[src/hdl/ifdd_pkg.sv]
// Purpose: Shared constants for the IF downconverter and decimator.
// Assumes: Samples are two's complement; zero code is 0.
// Notes: The decimation count sets the baseband sample strobe period.
// Function
// - Direct mode uses only two mixer multipliers.
// - Quadrature mode uses all four multipliers.
// - Oscillator gives complex tone at minus IF.
// - Integrate N inputs, emit one output.
// - Set N for two samples per chip.
// - Six-bit count, programmable 2 to 64.
package ifdd_pkg;
   localparam int SAMPLE_W = 8;
   localparam int NCO_W = 8;
   localparam int PHASE_W = 32;
   localparam int ACC_W = 24;
   localparam int DEC_FIELD_W = 6;
   localparam int DEC_MIN = 2;
   localparam int DEC_MAX = 64;
   localparam int FIFO_DEPTH = 4;
   localparam logic [DEC_FIELD_W-1:0] DEC_RESET = 6'h02;
   localparam logic PHASE_LUT_BITS = 1'b0;
   typedef enum logic {IFDD_MODE_DIRECT, IFDD_MODE_QUAD} ifdd_mode_t;
endpackage

[src/hdl/ifdd_fifo.sv]
// Purpose: Small valid/ready FIFO for baseband samples.
// Assumes: One clock, synchronous reset copy.
// Notes: Full and empty are exact; output data is read combinationally from memory at the read pointer.
`timescale 1ns/1ps
`default_nettype none
module ifdd_fifo #(
   parameter int WIDTH = 48,
   parameter int DEPTH = 4
) (
   input wire logic clk,
   input wire logic rst_n,
   input wire logic in_valid,
   output logic in_ready,
   input wire logic [WIDTH-1:0] in_data,
   output logic out_valid,
   input wire logic out_ready,
   output logic [WIDTH-1:0] out_data
);
   localparam int AW = $clog2(DEPTH);
   typedef struct packed {
      logic [AW-1:0] wp;
      logic [AW-1:0] rp;
      logic [AW:0] cnt;
   } ifdd_fifo_st_t;
   ifdd_fifo_st_t s_q, s_d;
   logic [WIDTH-1:0] mem_q [DEPTH];
   logic push, pop;
   assign in_ready = (s_q.cnt != (AW+1)'(DEPTH));
   assign out_valid = (s_q.cnt != '0);
   assign push = in_valid && in_ready;
   assign pop = out_valid && out_ready;
   assign out_data = mem_q[s_q.rp];
   always_comb begin
      s_d = s_q;
      if (push) s_d.wp = (s_q.wp == AW'(DEPTH-1)) ? '0 : s_q.wp + 1'b1;
      if (pop) s_d.rp = (s_q.rp == AW'(DEPTH-1)) ? '0 : s_q.rp + 1'b1;
      if (push && !pop) s_d.cnt = s_q.cnt + 1'b1;
      else if (pop && !push) s_d.cnt = s_q.cnt - 1'b1;
   end
   always_ff @(posedge clk or negedge rst_n) begin
      if (!rst_n) s_q <= '0;
      else s_q <= s_d;
   end
   always_ff @(posedge clk) begin
      if (push) mem_q[s_q.wp] <= in_data;
   end
endmodule // ifdd_fifo
`default_nettype wire

[src/hdl/ifdd_top.sv]
// Purpose: IF downconverter with complex mixer and integrate-and-dump decimator.
// Assumes: mclk is the IF sample clock; one sample per cycle.
// Notes: Outputs pass a four-word FIFO; a stalled sink stalls the input.
`timescale 1ns/1ps
`default_nettype none
module ifdd_top
   import ifdd_pkg::*;
#(
   parameter int SAMPLE_W = ifdd_pkg::SAMPLE_W,
   parameter int ACC_W = ifdd_pkg::ACC_W
) (
   input wire logic mclk,
   input wire logic resetn,
   input wire ifdd_pkg::ifdd_mode_t mode,
   input wire logic [ifdd_pkg::PHASE_W-1:0] nco_step,
   input wire logic [ifdd_pkg::DEC_FIELD_W-1:0] dec_count,
   input wire logic sample_valid,
   output logic sample_ready,
   input wire logic signed [SAMPLE_W-1:0] if_sample_in_i,
   input wire logic signed [SAMPLE_W-1:0] if_sample_in_q,
   output logic baseband_sample_strobe,
   input wire logic baseband_ready,
   output logic signed [ACC_W-1:0] baseband_i,
   output logic signed [ACC_W-1:0] baseband_q
);
   import ifdd_pkg::*;
   localparam int PW = SAMPLE_W + NCO_W + 1;
   typedef struct packed {
      logic [PHASE_W-1:0] phase;
      logic [6:0] cnt;
      logic signed [ACC_W-1:0] acc_i;
      logic signed [ACC_W-1:0] acc_q;
      logic dump;
      logic signed [ACC_W-1:0] out_i;
      logic signed [ACC_W-1:0] out_q;
   } ifdd_st_t;
   ifdd_st_t s_q, s_d;
   logic rs1_q, rs_n;
   logic signed [NCO_W-1:0] cosv, sinv;
   logic signed [PW-1:0] mi, mq;
   logic [6:0] n_len;
   logic fifo_ready;
   // Handshake and end-of-window terms shared by the update logic and checks
   logic accept;
   logic last_in;

   always_ff @(posedge mclk or negedge resetn) begin
      if (!resetn) begin
         rs1_q <= 1'b0;
         rs_n <= 1'b0;
      end else begin
         rs1_q <= 1'b1;
         rs_n <= rs1_q;
      end
   end

   // Quarter-wave symmetric sine approximation from top phase bits
   function automatic logic signed [NCO_W-1:0] ifdd_sin(input logic [PHASE_W-1:0] ph);
      logic [4:0] idx;
      logic [6:0] mag;
      idx = ph[PHASE_W-2] ? ~ph[PHASE_W-3 -: 5] : ph[PHASE_W-3 -: 5];
      mag = 7'(({2'b00, idx} * 7'h06) - ((7'({2'b00, idx}) * 7'({2'b00, idx})) >> 3));
      ifdd_sin = ph[PHASE_W-1] ? -$signed({1'b0, mag}) : $signed({1'b0, mag});
   endfunction

   // Field 0 means 64; clamp to the 2..64 range
   function automatic logic [6:0] ifdd_len(input logic [DEC_FIELD_W-1:0] f);
      ifdd_len = (f < 6'(DEC_MIN)) ? 7'(DEC_MIN) : {1'b0, f};
      if (f == 6'h00) ifdd_len = 7'(DEC_MAX);
   endfunction

   // Tone at minus IF: cos - j sin
   assign cosv = ifdd_sin(s_q.phase + {2'b01, {(PHASE_W-2){1'b0}}});
   assign sinv = -ifdd_sin(s_q.phase);
   assign n_len = ifdd_len(dec_count);
   assign accept = sample_valid && sample_ready;
   // Compare against cnt+1 so a shortened window ends on the next sample
   assign last_in = (s_q.cnt + 7'h01 >= n_len);

   always_comb begin
      if (mode == IFDD_MODE_DIRECT) begin
         // Q input is ignored, so only two products are formed
         mi = PW'(if_sample_in_i * cosv);
         mq = PW'(if_sample_in_i * sinv);
      end else begin
         mi = PW'(if_sample_in_i * cosv) - PW'(if_sample_in_q * sinv);
         mq = PW'(if_sample_in_i * sinv) + PW'(if_sample_in_q * cosv);
      end
   end

   // Input stalls only while a dump is waiting on a full FIFO
   assign sample_ready = !(s_q.dump && !fifo_ready);

   always_comb begin
      s_d = s_q;
      if (s_q.dump && fifo_ready) s_d.dump = 1'b0;
      if (accept) begin
         s_d.phase = s_q.phase + nco_step;
         if (last_in) begin
            s_d.out_i = s_q.acc_i + ACC_W'(mi);
            s_d.out_q = s_q.acc_q + ACC_W'(mq);
            s_d.dump = 1'b1;
            s_d.acc_i = '0;
            s_d.acc_q = '0;
            s_d.cnt = '0;
         end else begin
            s_d.acc_i = s_q.acc_i + ACC_W'(mi);
            s_d.acc_q = s_q.acc_q + ACC_W'(mq);
            s_d.cnt = s_q.cnt + 7'h01;
         end
      end
   end

   always_ff @(posedge mclk or negedge rs_n) begin
      if (!rs_n) s_q <= '0;
      else s_q <= s_d;
   end

   ifdd_fifo #(.WIDTH(2*ACC_W), .DEPTH(FIFO_DEPTH)) u_fifo (
      .clk(mclk),
      .rst_n(rs_n),
      .in_valid(s_q.dump),
      .in_ready(fifo_ready),
      .in_data({s_q.out_i, s_q.out_q}),
      .out_valid(baseband_sample_strobe),
      .out_ready(baseband_ready),
      .out_data({baseband_i, baseband_q})
   );

   // Checks use the synchronised reset, the same one that clears the state

   // A new window must open from zero, never from the previous sum
   AST_DUMP_CLEARS: assert property (@(posedge mclk) disable iff (!rs_n)
      (s_q.dump && !$past(s_q.dump))
      |-> (s_q.acc_i == '0 && s_q.acc_q == '0))
      else $error("accumulators not cleared at dump");

   // Only a change of the count field may leave the counter past its end
   AST_CNT_RANGE: assert property (@(posedge mclk) disable iff (!rs_n)
      ($stable(dec_count) && $past(s_q.cnt < n_len))
      |-> (s_q.cnt < n_len))
      else $error("decimation count out of range");

   AST_DIRECT_Q_IGNORED: assert property (@(posedge mclk) disable iff (!rs_n)
      (mode == IFDD_MODE_DIRECT)
      |-> (mi == PW'(if_sample_in_i * cosv)))
      else $error("direct mode mixes Q input");

   AST_STALL: assert property (@(posedge mclk) disable iff (!rs_n)
      (s_q.dump && !fifo_ready)
      |-> !sample_ready)
      else $error("input accepted while dump blocked");

   // The clamp must keep the window inside the supported range
   AST_LEN_RANGE: assert property (@(posedge mclk) disable iff (!rs_n)
      (n_len >= 7'(DEC_MIN))
      && (n_len <= 7'(DEC_MAX)))
      else $error("window length outside supported range");

   // The N-th accepted sample closes the window and restarts the count
   AST_DUMP_ON_NTH: assert property (@(posedge mclk) disable iff (!rs_n)
      (accept && last_in)
      |=> (s_q.dump && s_q.cnt == '0))
      else $error("window did not close on its last sample");

   AST_COUNT_ADVANCE: assert property (@(posedge mclk) disable iff (!rs_n)
      (accept && !last_in)
      |=> (s_q.cnt == $past(s_q.cnt) + 7'h01))
      else $error("window count did not advance");

   // Idle cycles must not leak into the integration
   AST_ACC_HOLD: assert property (@(posedge mclk) disable iff (!rs_n)
      !accept
      |=> ($stable(s_q.acc_i) && $stable(s_q.acc_q) && $stable(s_q.cnt)))
      else $error("accumulator moved without an accepted sample");

   // Oscillator phase advances once per accepted sample only
   AST_PHASE_STEP: assert property (@(posedge mclk) disable iff (!rs_n)
      accept
      |=> (s_q.phase == $past(s_q.phase) + $past(nco_step)))
      else $error("oscillator phase step wrong");

   AST_PHASE_HOLD: assert property (@(posedge mclk) disable iff (!rs_n)
      !accept
      |=> $stable(s_q.phase))
      else $error("oscillator phase moved while idle");

   // A finished sum waiting on a full FIFO must not be overwritten
   AST_DUMP_HOLDS: assert property (@(posedge mclk) disable iff (!rs_n)
      (s_q.dump && !fifo_ready)
      |=> (s_q.dump && $stable(s_q.out_i) && $stable(s_q.out_q)))
      else $error("pending sum lost while FIFO full");

   // The sink sees each output until it takes it
   AST_STROBE_HOLDS: assert property (@(posedge mclk) disable iff (!rs_n)
      (baseband_sample_strobe && !baseband_ready)
      |=> (baseband_sample_strobe && $stable(baseband_i) && $stable(baseband_q)))
      else $error("baseband output changed before it was taken");
endmodule // ifdd_top
`default_nettype wire

[config.mk]
export PLATFORM = sky130hd
export DESIGN_NAME = ifdd_top
export DESIGN_NICKNAME = d
export VERILOG_FILES = /design/src/hdl/ifdd_pkg.sv /design/src/hdl/ifdd_fifo.sv /design/src/hdl/ifdd_top.sv
export SDC_FILE = /design/constraint.sdc
export NUM_CORES = 1
export LEC_CHECK = 0
export ABC_AREA = 1
export BUFFER_PORTS_ARGS = -buffer_cell sky130_fd_sc_hd__buf_2
export CAP_MARGIN = 20
export CORE_MARGIN = 2
export CORE_UTILIZATION = 45
export CTS_CLUSTER_SIZE = 20
export DETAILED_ROUTE_END_ITERATION = 10
export MAX_ROUTING_LAYER = met4
export SETUP_SLACK_MARGIN = 0.02
export SLEW_MARGIN = 20
export SYNTH_ARGS = -nofsm -noshare
export SYNTH_HDL_FRONTEND = slang
export SYNTH_SLANG_ARGS = --single-unit
[constraint.sdc]
create_clock -name mclk -period 9.9 [get_ports mclk]
set_clock_uncertainty 0.05 [all_clocks]
set_input_delay 0.495 -clock mclk [delete_from_list [all_inputs] [get_ports mclk]]
set_output_delay 0.495 -clock mclk [all_outputs]
set_load 0.02 [all_outputs]
==> results of run 1 <==
how the worst min path moves through the flow:
stage / start / to / slack (ns) / cells after the start
after global routing: rs_n / u_fifo.s_q[2] / 0.22 / 0
after detailed placement: rs_n / s_q[105] / 0.19 / 0
after global placement: rs_n / s_q[105] / 0.19 / 0
after CTS: resetn / rs_n / 0.19 / 2
after floorplan: resetn / rs1_q / 0.15 / 0
final: rs_n / s_q[105] / 0.19 / 0
state kept, by name, indices dropped and copies added (netlist names):
| name | cells |
|---|---|
| rs1_q | 1 |
| rs_n | 1 |
| s_q | 136 |
| u_fifo.mem_q | 192 |
| u_fifo.s_q | 7 |
cells in the final DEF, fill, tap and decap left out, types with 15 or more instances in the layout:
| master | instances |
|---|---|
| nand3_2 | 31 |
| xor2_1 | 54 |
| o22ai_1 | 49 |
| a21o_1 | 20 |
| nand2_2 | 65 |
| nand2_4 | 33 |
| o21ai_0 | 201 |
| nand3b_1 | 15 |
| clkbuf_16 | 37 |
| or2_2 | 20 |
| xor2_2 | 15 |
| nor2_1 | 344 |
| nor2_4 | 17 |
| a21oi_2 | 30 |
| xnor2_1 | 30 |
| ha_1 | 192 |
| buf_6 | 30 |
| inv_1 | 524 |
| ha_4 | 56 |
| dfrtp_1 | 142 |
| nand2_1 | 631 |
| nand4_1 | 20 |
| nor2_2 | 28 |
| fa_1 | 260 |
| buf_2 | 108 |
| a21oi_1 | 93 |
| buf_4 | 497 |
| a21oi_4 | 15 |
| nand3_1 | 125 |
| inv_2 | 33 |
| o21ai_1 | 21 |
| a22o_1 | 16 |
| o21ai_2 | 21 |
| edfxtp_1 | 192 |
| o21bai_1 | 15 |
stage by stage:
stage / setup WS, ns / setup TNS, ns / util [%] / cells
2_1_floorplan: -2.55 / -79.87 / - / 3573
3_3_place_gp: -2.99 / -151.59 / 53.3 / 4895
3_5_place_dp: -3.17 / -158.42 / 53.3 / 4895
4_1_cts: -2.74 / -141.39 / 57.5 / 5025
5_1_grt: -3.53 / -193.50 / 58.8 / 5052
6_report: -3.05 / -147.48 / 58.8 / 5052
area by class of cell:
| type | count | area, sq um | share of cell area [%] |
|---|---|---|---|
| clock buffer | 48 | 977 | 2.48 |
| multi-input combinational | 2556 | 20800 | 52.8 |
| inverter | 578 | 2220 | 5.61 |
| timing repair buffer | 641 | 4720 | 12.0 |
| tap | 873 | 1090 | 2.77 |
| antenna | 3 | 7.51 | 0.0190 |
| clock inverter | 16 | 230 | 0.583 |
| sequential | 337 | 9400 | 23.8 |
synthesized netlist by cell type, drive strengths merged, types with 2 or more instances:
cell / number / area, sq um
o22ai: 55 / 344
nand4: 20 / 125
nand3: 158 / 801
nand3b: 15 / 113
fa: 268 / 5370
buf: 14 / 110
o211ai: 3 / 22.5
o21bai: 21 / 161
xor2: 75 / 679
clkinv: 13 / 53.8
inv: 565 / 2120
o21a: 7 / 52.6
edfxtp: 192 / 5770
o31ai: 4 / 30.0
a211oi: 6 / 45.0
a31o: 2 / 17.5
nor4: 3 / 18.8
dfrtp: 145 / 3630
mux2i: 3 / 30.0
a32o: 5 / 50.1
a21boi: 7 / 52.6
a21o: 21 / 158
nor2: 389 / 1510
a221oi: 3 / 26.3
a22o: 16 / 140
or2: 28 / 175
nor3: 25 / 125
o21ai: 247 / 1250
ha: 249 / 3120
nand2: 730 / 2860
a21oi: 138 / 709
a31oi: 10 / 62.6
clkbuf: 88 / 330
xnor2: 41 / 378
metal layers:
layer	up-vias	GRT usage, %	wire (microns)
li1	12700	-	-
met3	93	2.52	3410
met1	12300	31.7	36700
met2	496	38.5	37300
met4	0	4.73	1450
met5	-	-	0
repair_timing:
action | 4_1_cts | 5_1_grt
endpoints found under the setup margin | 75 | 79
endpoints found under the hold margin | 2 | 0
hold buffers | 1 | 0
resized for setup | 244 | 143
setup buffers | 67 | 26
pin swaps | 172 | 119
cells by family after synthesis:
| group | Yosys count | synth area share [%] |
|---|---|---|
| AOI/OAI and AO/OA | 549 | 10.3 |
| xor gates and xnor gates | 116 | 3.47 |
| adders and majority gates | 517 | 27.8 |
| buffers and inverters | 680 | 8.59 |
| DFF | 337 | 30.8 |
| muxes | 3 | 0.0985 |
| other | 1 | 0.0123 |
| and+or+nand+nor | 1370 | 18.8 |
==> summary.txt, run 1 <==
Synthesis
  • Number of synthesized register bits: about 340
  • Post-synth top flop: edfxtp_1
  • EDFF count, synth: about 190
  • Mapped Avg Cell Area: ~8.5 sq um
  • Library cells used by synthesis: roughly 60
  • Post-synthesis sequential area ratio: 30.8%
  • Async set-reset flop share out of synthesis: 43.0%
  • Synthesized instance count: 3573
  • Syn Nets: 4149
  • Syn Std Cell Area: 30500 sq um
  • Total number of yosys warnings: 0

Timing
  • Fin. Hold Viols: 0
  • Setup violations, final: 74
  • Max Freq: roughly 0.077 GHz
  • Fin Hold WS: approximately 0.19 ns
  • Minimum clock period: between 10 and 15 ns
  • Post-route setup slack: -3.05 ns
  • Relative slew slack: 36.8%
  • RSZ-0062 raised after global routing: yes
  • Number of slew-limit violations in the final report: 0
  • Actual slew at the worst max-slew pin: 0.947 ns
  • Final worst path period share: 131%

Hold path
  • Hold Path Class: register to async pin

Critical path
  • CP max FO: 8
  • Cell family with most CP delay: adder cells
  • CP Data Arrival Time: around 13 ns
  • Worst path depth: 76
  • Crit. End Element: register
  • CP peak stage delay: 0.56 ns
  • R2r worst-path depth: 76
  • Critical path origin: s_q[134]
  • R2r setup slk: -3.05 ns
  • Crit Path Category: register to register
  • Setup crit end: s_q[69]
  • CP Buf/Inv Count: 36
  • R2r startpoint: s_q[134]
  • Most used cell, CP: buf_4
  • Worst Path Required: 10.25 ns
  • CP max stage cell: fa_1
  • RR Endpoint: s_q[69]
  • Startpoint types: register

Floorplanning
  • Core area: 67200 sq um
  • I/O pins: 109
  • Die width: ~260 microns
  • Row count: 95
  • Starting Density: 45.4%
  • Die height: between 200 and 300 microns
  • Total die area: 69800 sq um

Routing
  • Via density: 5.05
  • Initial DRC Count: 1576
  • 1st-pass router iterations: 5
  • Routed WL per cell: 15.6 microns
  • Antenna-violating nets left: 0
  • WL final: just under 80000 microns
  • Vias: 25.5k
  • Residual DRC: 0

Placement
  • Dpl hpwl: 59400 microns
  • GP Congestion: 0.926
  • IO buf count: between 100 and 150
  • Placed inst area: 35800 sq um

Outcome
  • Status: finished with violations
  • Violated checks: setup timing

GRT
  • Grt ovf: 0
  • Gr usage total: a little under a quarter
  • Initial antenna violation count: 3
  • Wire length of the first global-routing pass: around 130000 microns
  • Vias in the first global route: ~25k
  • Largest net degree at the start of global routing: 76

Clock network
  • H-tree Lvls: 2
  • Root Buffer: clkbuf_16
  • Clk sinks: about 340
  • CTS buffer count: 35
  • CTS tree: built
  • Worst-path clk slew: 0.06 ns
  • Clock buffer depth: 3
  • Clk Latency, worst-skew pair: 0.53 ns

Final layout
  • Area growth, synth to finish: 29.5%
  • Fillers: 5885
  • Final nets: 4725
  • Design area: around 40000 sq um
  • Share of cells above drive strength 1: 27.5%

Flow run
  • Max-cap viol count: 0
Power of run 1 is left out: the tool's default activity adds up to more than one toggle a clock period on the data nets, which glitch-free logic cannot reach.
==> inputs of run 2 (changes only) <==
Settings changed: BUFFER_PORTS_ARGS -buffer_cell sky130_fd_sc_hd__buf_2 to -buffer_cell sky130_fd_sc_hd__buf_4.
==> summary.txt, run 2 (same netlist as run 1, synthesis figures left out) <==
Outcome
  • Status: finished with violations
  • Violated checks: setup timing

Placement
  • GP Congestion: 0.907
  • IO buf count: 108
  • Placed cells: 4887
  • Dpl ws: -3.21 ns
  • Dpl hpwl: 59400 microns

Critical path
  • R2r worst-path depth: 67
  • Crit. End Element: register
  • Worst Path Required: 10.22 ns
  • R2r startpoint: s_q[134]
  • Crit Path Category: register to register
  • RR Endpoint: s_q[22]
  • CP max stage cell: fa_1
  • CP peak stage delay: 0.55 ns
  • Cell family with most CP delay: adder cells
  • CP Data Arrival Time: about 13 ns
  • R2r setup slk: -2.87 ns
  • Most used cell, CP: fa_1
  • CP max FO: 8
  • CP Buf/Inv Count: 13
  • Startpoint types: register

Timing
  • RSZ-0062 raised after global routing: yes
  • Max Freq: 0.0783 GHz
  • Number of slew-limit violations in the final report: 0
  • Post-route setup slack: -2.87 ns
  • Minimum clock period: 12.77 ns
  • Setup violations, final: 72
  • Fin. Hold Viols: 0
  • Actual slew at the worst max-slew pin: between 1 and 1.5 ns
  • Relative slew slack: 29.7%
  • Setup TNS: -138.70 ns
  • Final worst path period share: 129%

Routing
  • Vias: 25.1k
  • Antenna-violating nets left: 0
  • 1st-pass router iterations: 5
  • Routed WL per cell: 15.6 microns
  • Residual DRC: 0
  • Via density: around 5.0
  • WL final: 78200 microns
  • Initial DRC Count: 1683

Floorplanning
  • Row count: 95
  • Total die area: roughly 70000 sq um
  • Die width: about 260 microns
  • Die height: 264 microns
  • I/O pins: 109
  • Starting Density: between 40 and 50%
  • Core area: 67200 sq um

Final layout
  • Fin cells: 5004
  • Share of cells above drive strength 1: between 20% and 30%
  • Commonest non-fill, non-tap cell in the layout: nand2_1
  • Most frequent cells in the layout: nand2_1 (645), buf_4 (570), inv_1 (529)
  • Max FFs per register: 192
  • Area growth, synth to finish: 28.0%
  • # diodes: 0
  • Post-route core utilization: 58.1%
  • Top flop regs: u_fifo.mem_q (192), s_q (136), u_fifo.s_q (7)
  • Fillers: 5978
  • Final nets: 4681
  • Largest reg by FF count: u_fifo.mem_q

GRT
  • Vias in the first global route: 25.5k
  • Initial antenna violation count: 0
  • Grt ovf: 0
  • Gr usage total: 23.5%
  • Largest net degree at the start of global routing: 75
  • Wire length of the first global-routing pass: between 100000 and 150000 microns

Flow run
  • Max-cap viol count: 0

Clock network
  • H-tree Lvls: 2
  • Root Buffer: clkbuf_16
  • CTS buffer count: 35
  • Clock buffer depth: 3
  • Clk sinks: 337
  • CTS tree: built
  • Clk Latency, worst-skew pair: 0.52 ns
  • Worst-path clk slew: 0.06 ns

Hold path
  • Hold Path Class: input pin to async pin
run 2: cell types whose count changed in the layout (fill, tap and decap cells not counted), sizes merged:
cell      change
inv           +2
clkbuf        +6
bufinv        -3
diode         -3
buf          -44
clkinv        -3
clkinvlp      -3
run 2: repair_timing:
item	CTS	global route
buffers inserted	35	17
hold endpoints to repair	2	0
pin swaps	153	89
setup endpoints to repair	75	78
resized for setup	205	98
hold buffers	1	0
run 2: worst max-delay path by stage:
| stage | to | start | slack [ns] | cells after the start |
|---|---|---|---|---|
| after CTS | s_q[72] | s_q[134] | -2.74 | 68 |
| final | s_q[22] | s_q[134] | -2.87 | 67 |
| after floorplan | s_q[72] | s_q[134] | -2.55 | 68 |
| after detailed placement | s_q[72] | s_q[134] | -3.21 | 64 |
| after global routing | s_q[72] | s_q[134] | -3.52 | 69 |
| after global placement | s_q[69] | s_q[134] | -2.96 | 57 |
run 2: worst register-to-register path: cells and delay by family (launching register included):
family | cells | cell delay (ns)
adder cells (fa/ha/maj) | 17 | 6.80
XOR/XNOR | 2 | 0.35
flip-flops | 1 | 0.41
AND/OR/NAND/NOR | 25 | 2.50
buffers and inverters | 13 | 1.03
AO/OA/AOI/OAI | 10 | 1.47
run 2: metrics by stage:
step	hold slack (ns)	cell area (sq um)
after CTS	0.212	38400
after detailed placement	0.229	36000
after global routing	0.223	39000
after floorplan	0.149	31200
after global placement	0.228	36000
final	0.236	39000
run 2: layout make-up:
class                           instances  area [sq um]  area share (%)
Multi-Input combinational cell       2556         20500            52.7
Sequential cell                       337          9400            24.1
Timing Repair Buffer                  597          4640            11.9
Inverter                              578          2200            5.65
Tap cell                              873          1090            2.80
Clock buffer                           54          1010            2.59
Clock inverter                          9           123           0.314
run 2: layer usage:
metal | global-route usage, % | part of all wire, % | vias to the layer above
met5 | - | 0 | -
met4 | 5.47 | 2.0 | 0
met3 | 2.10 | 4.1 | 102
met2 | 38.5 | 47 | 474
met1 | 31.8 | 47 | 12000
li1 | - | - | 12600
Power of run 2 is left out for the same reason.
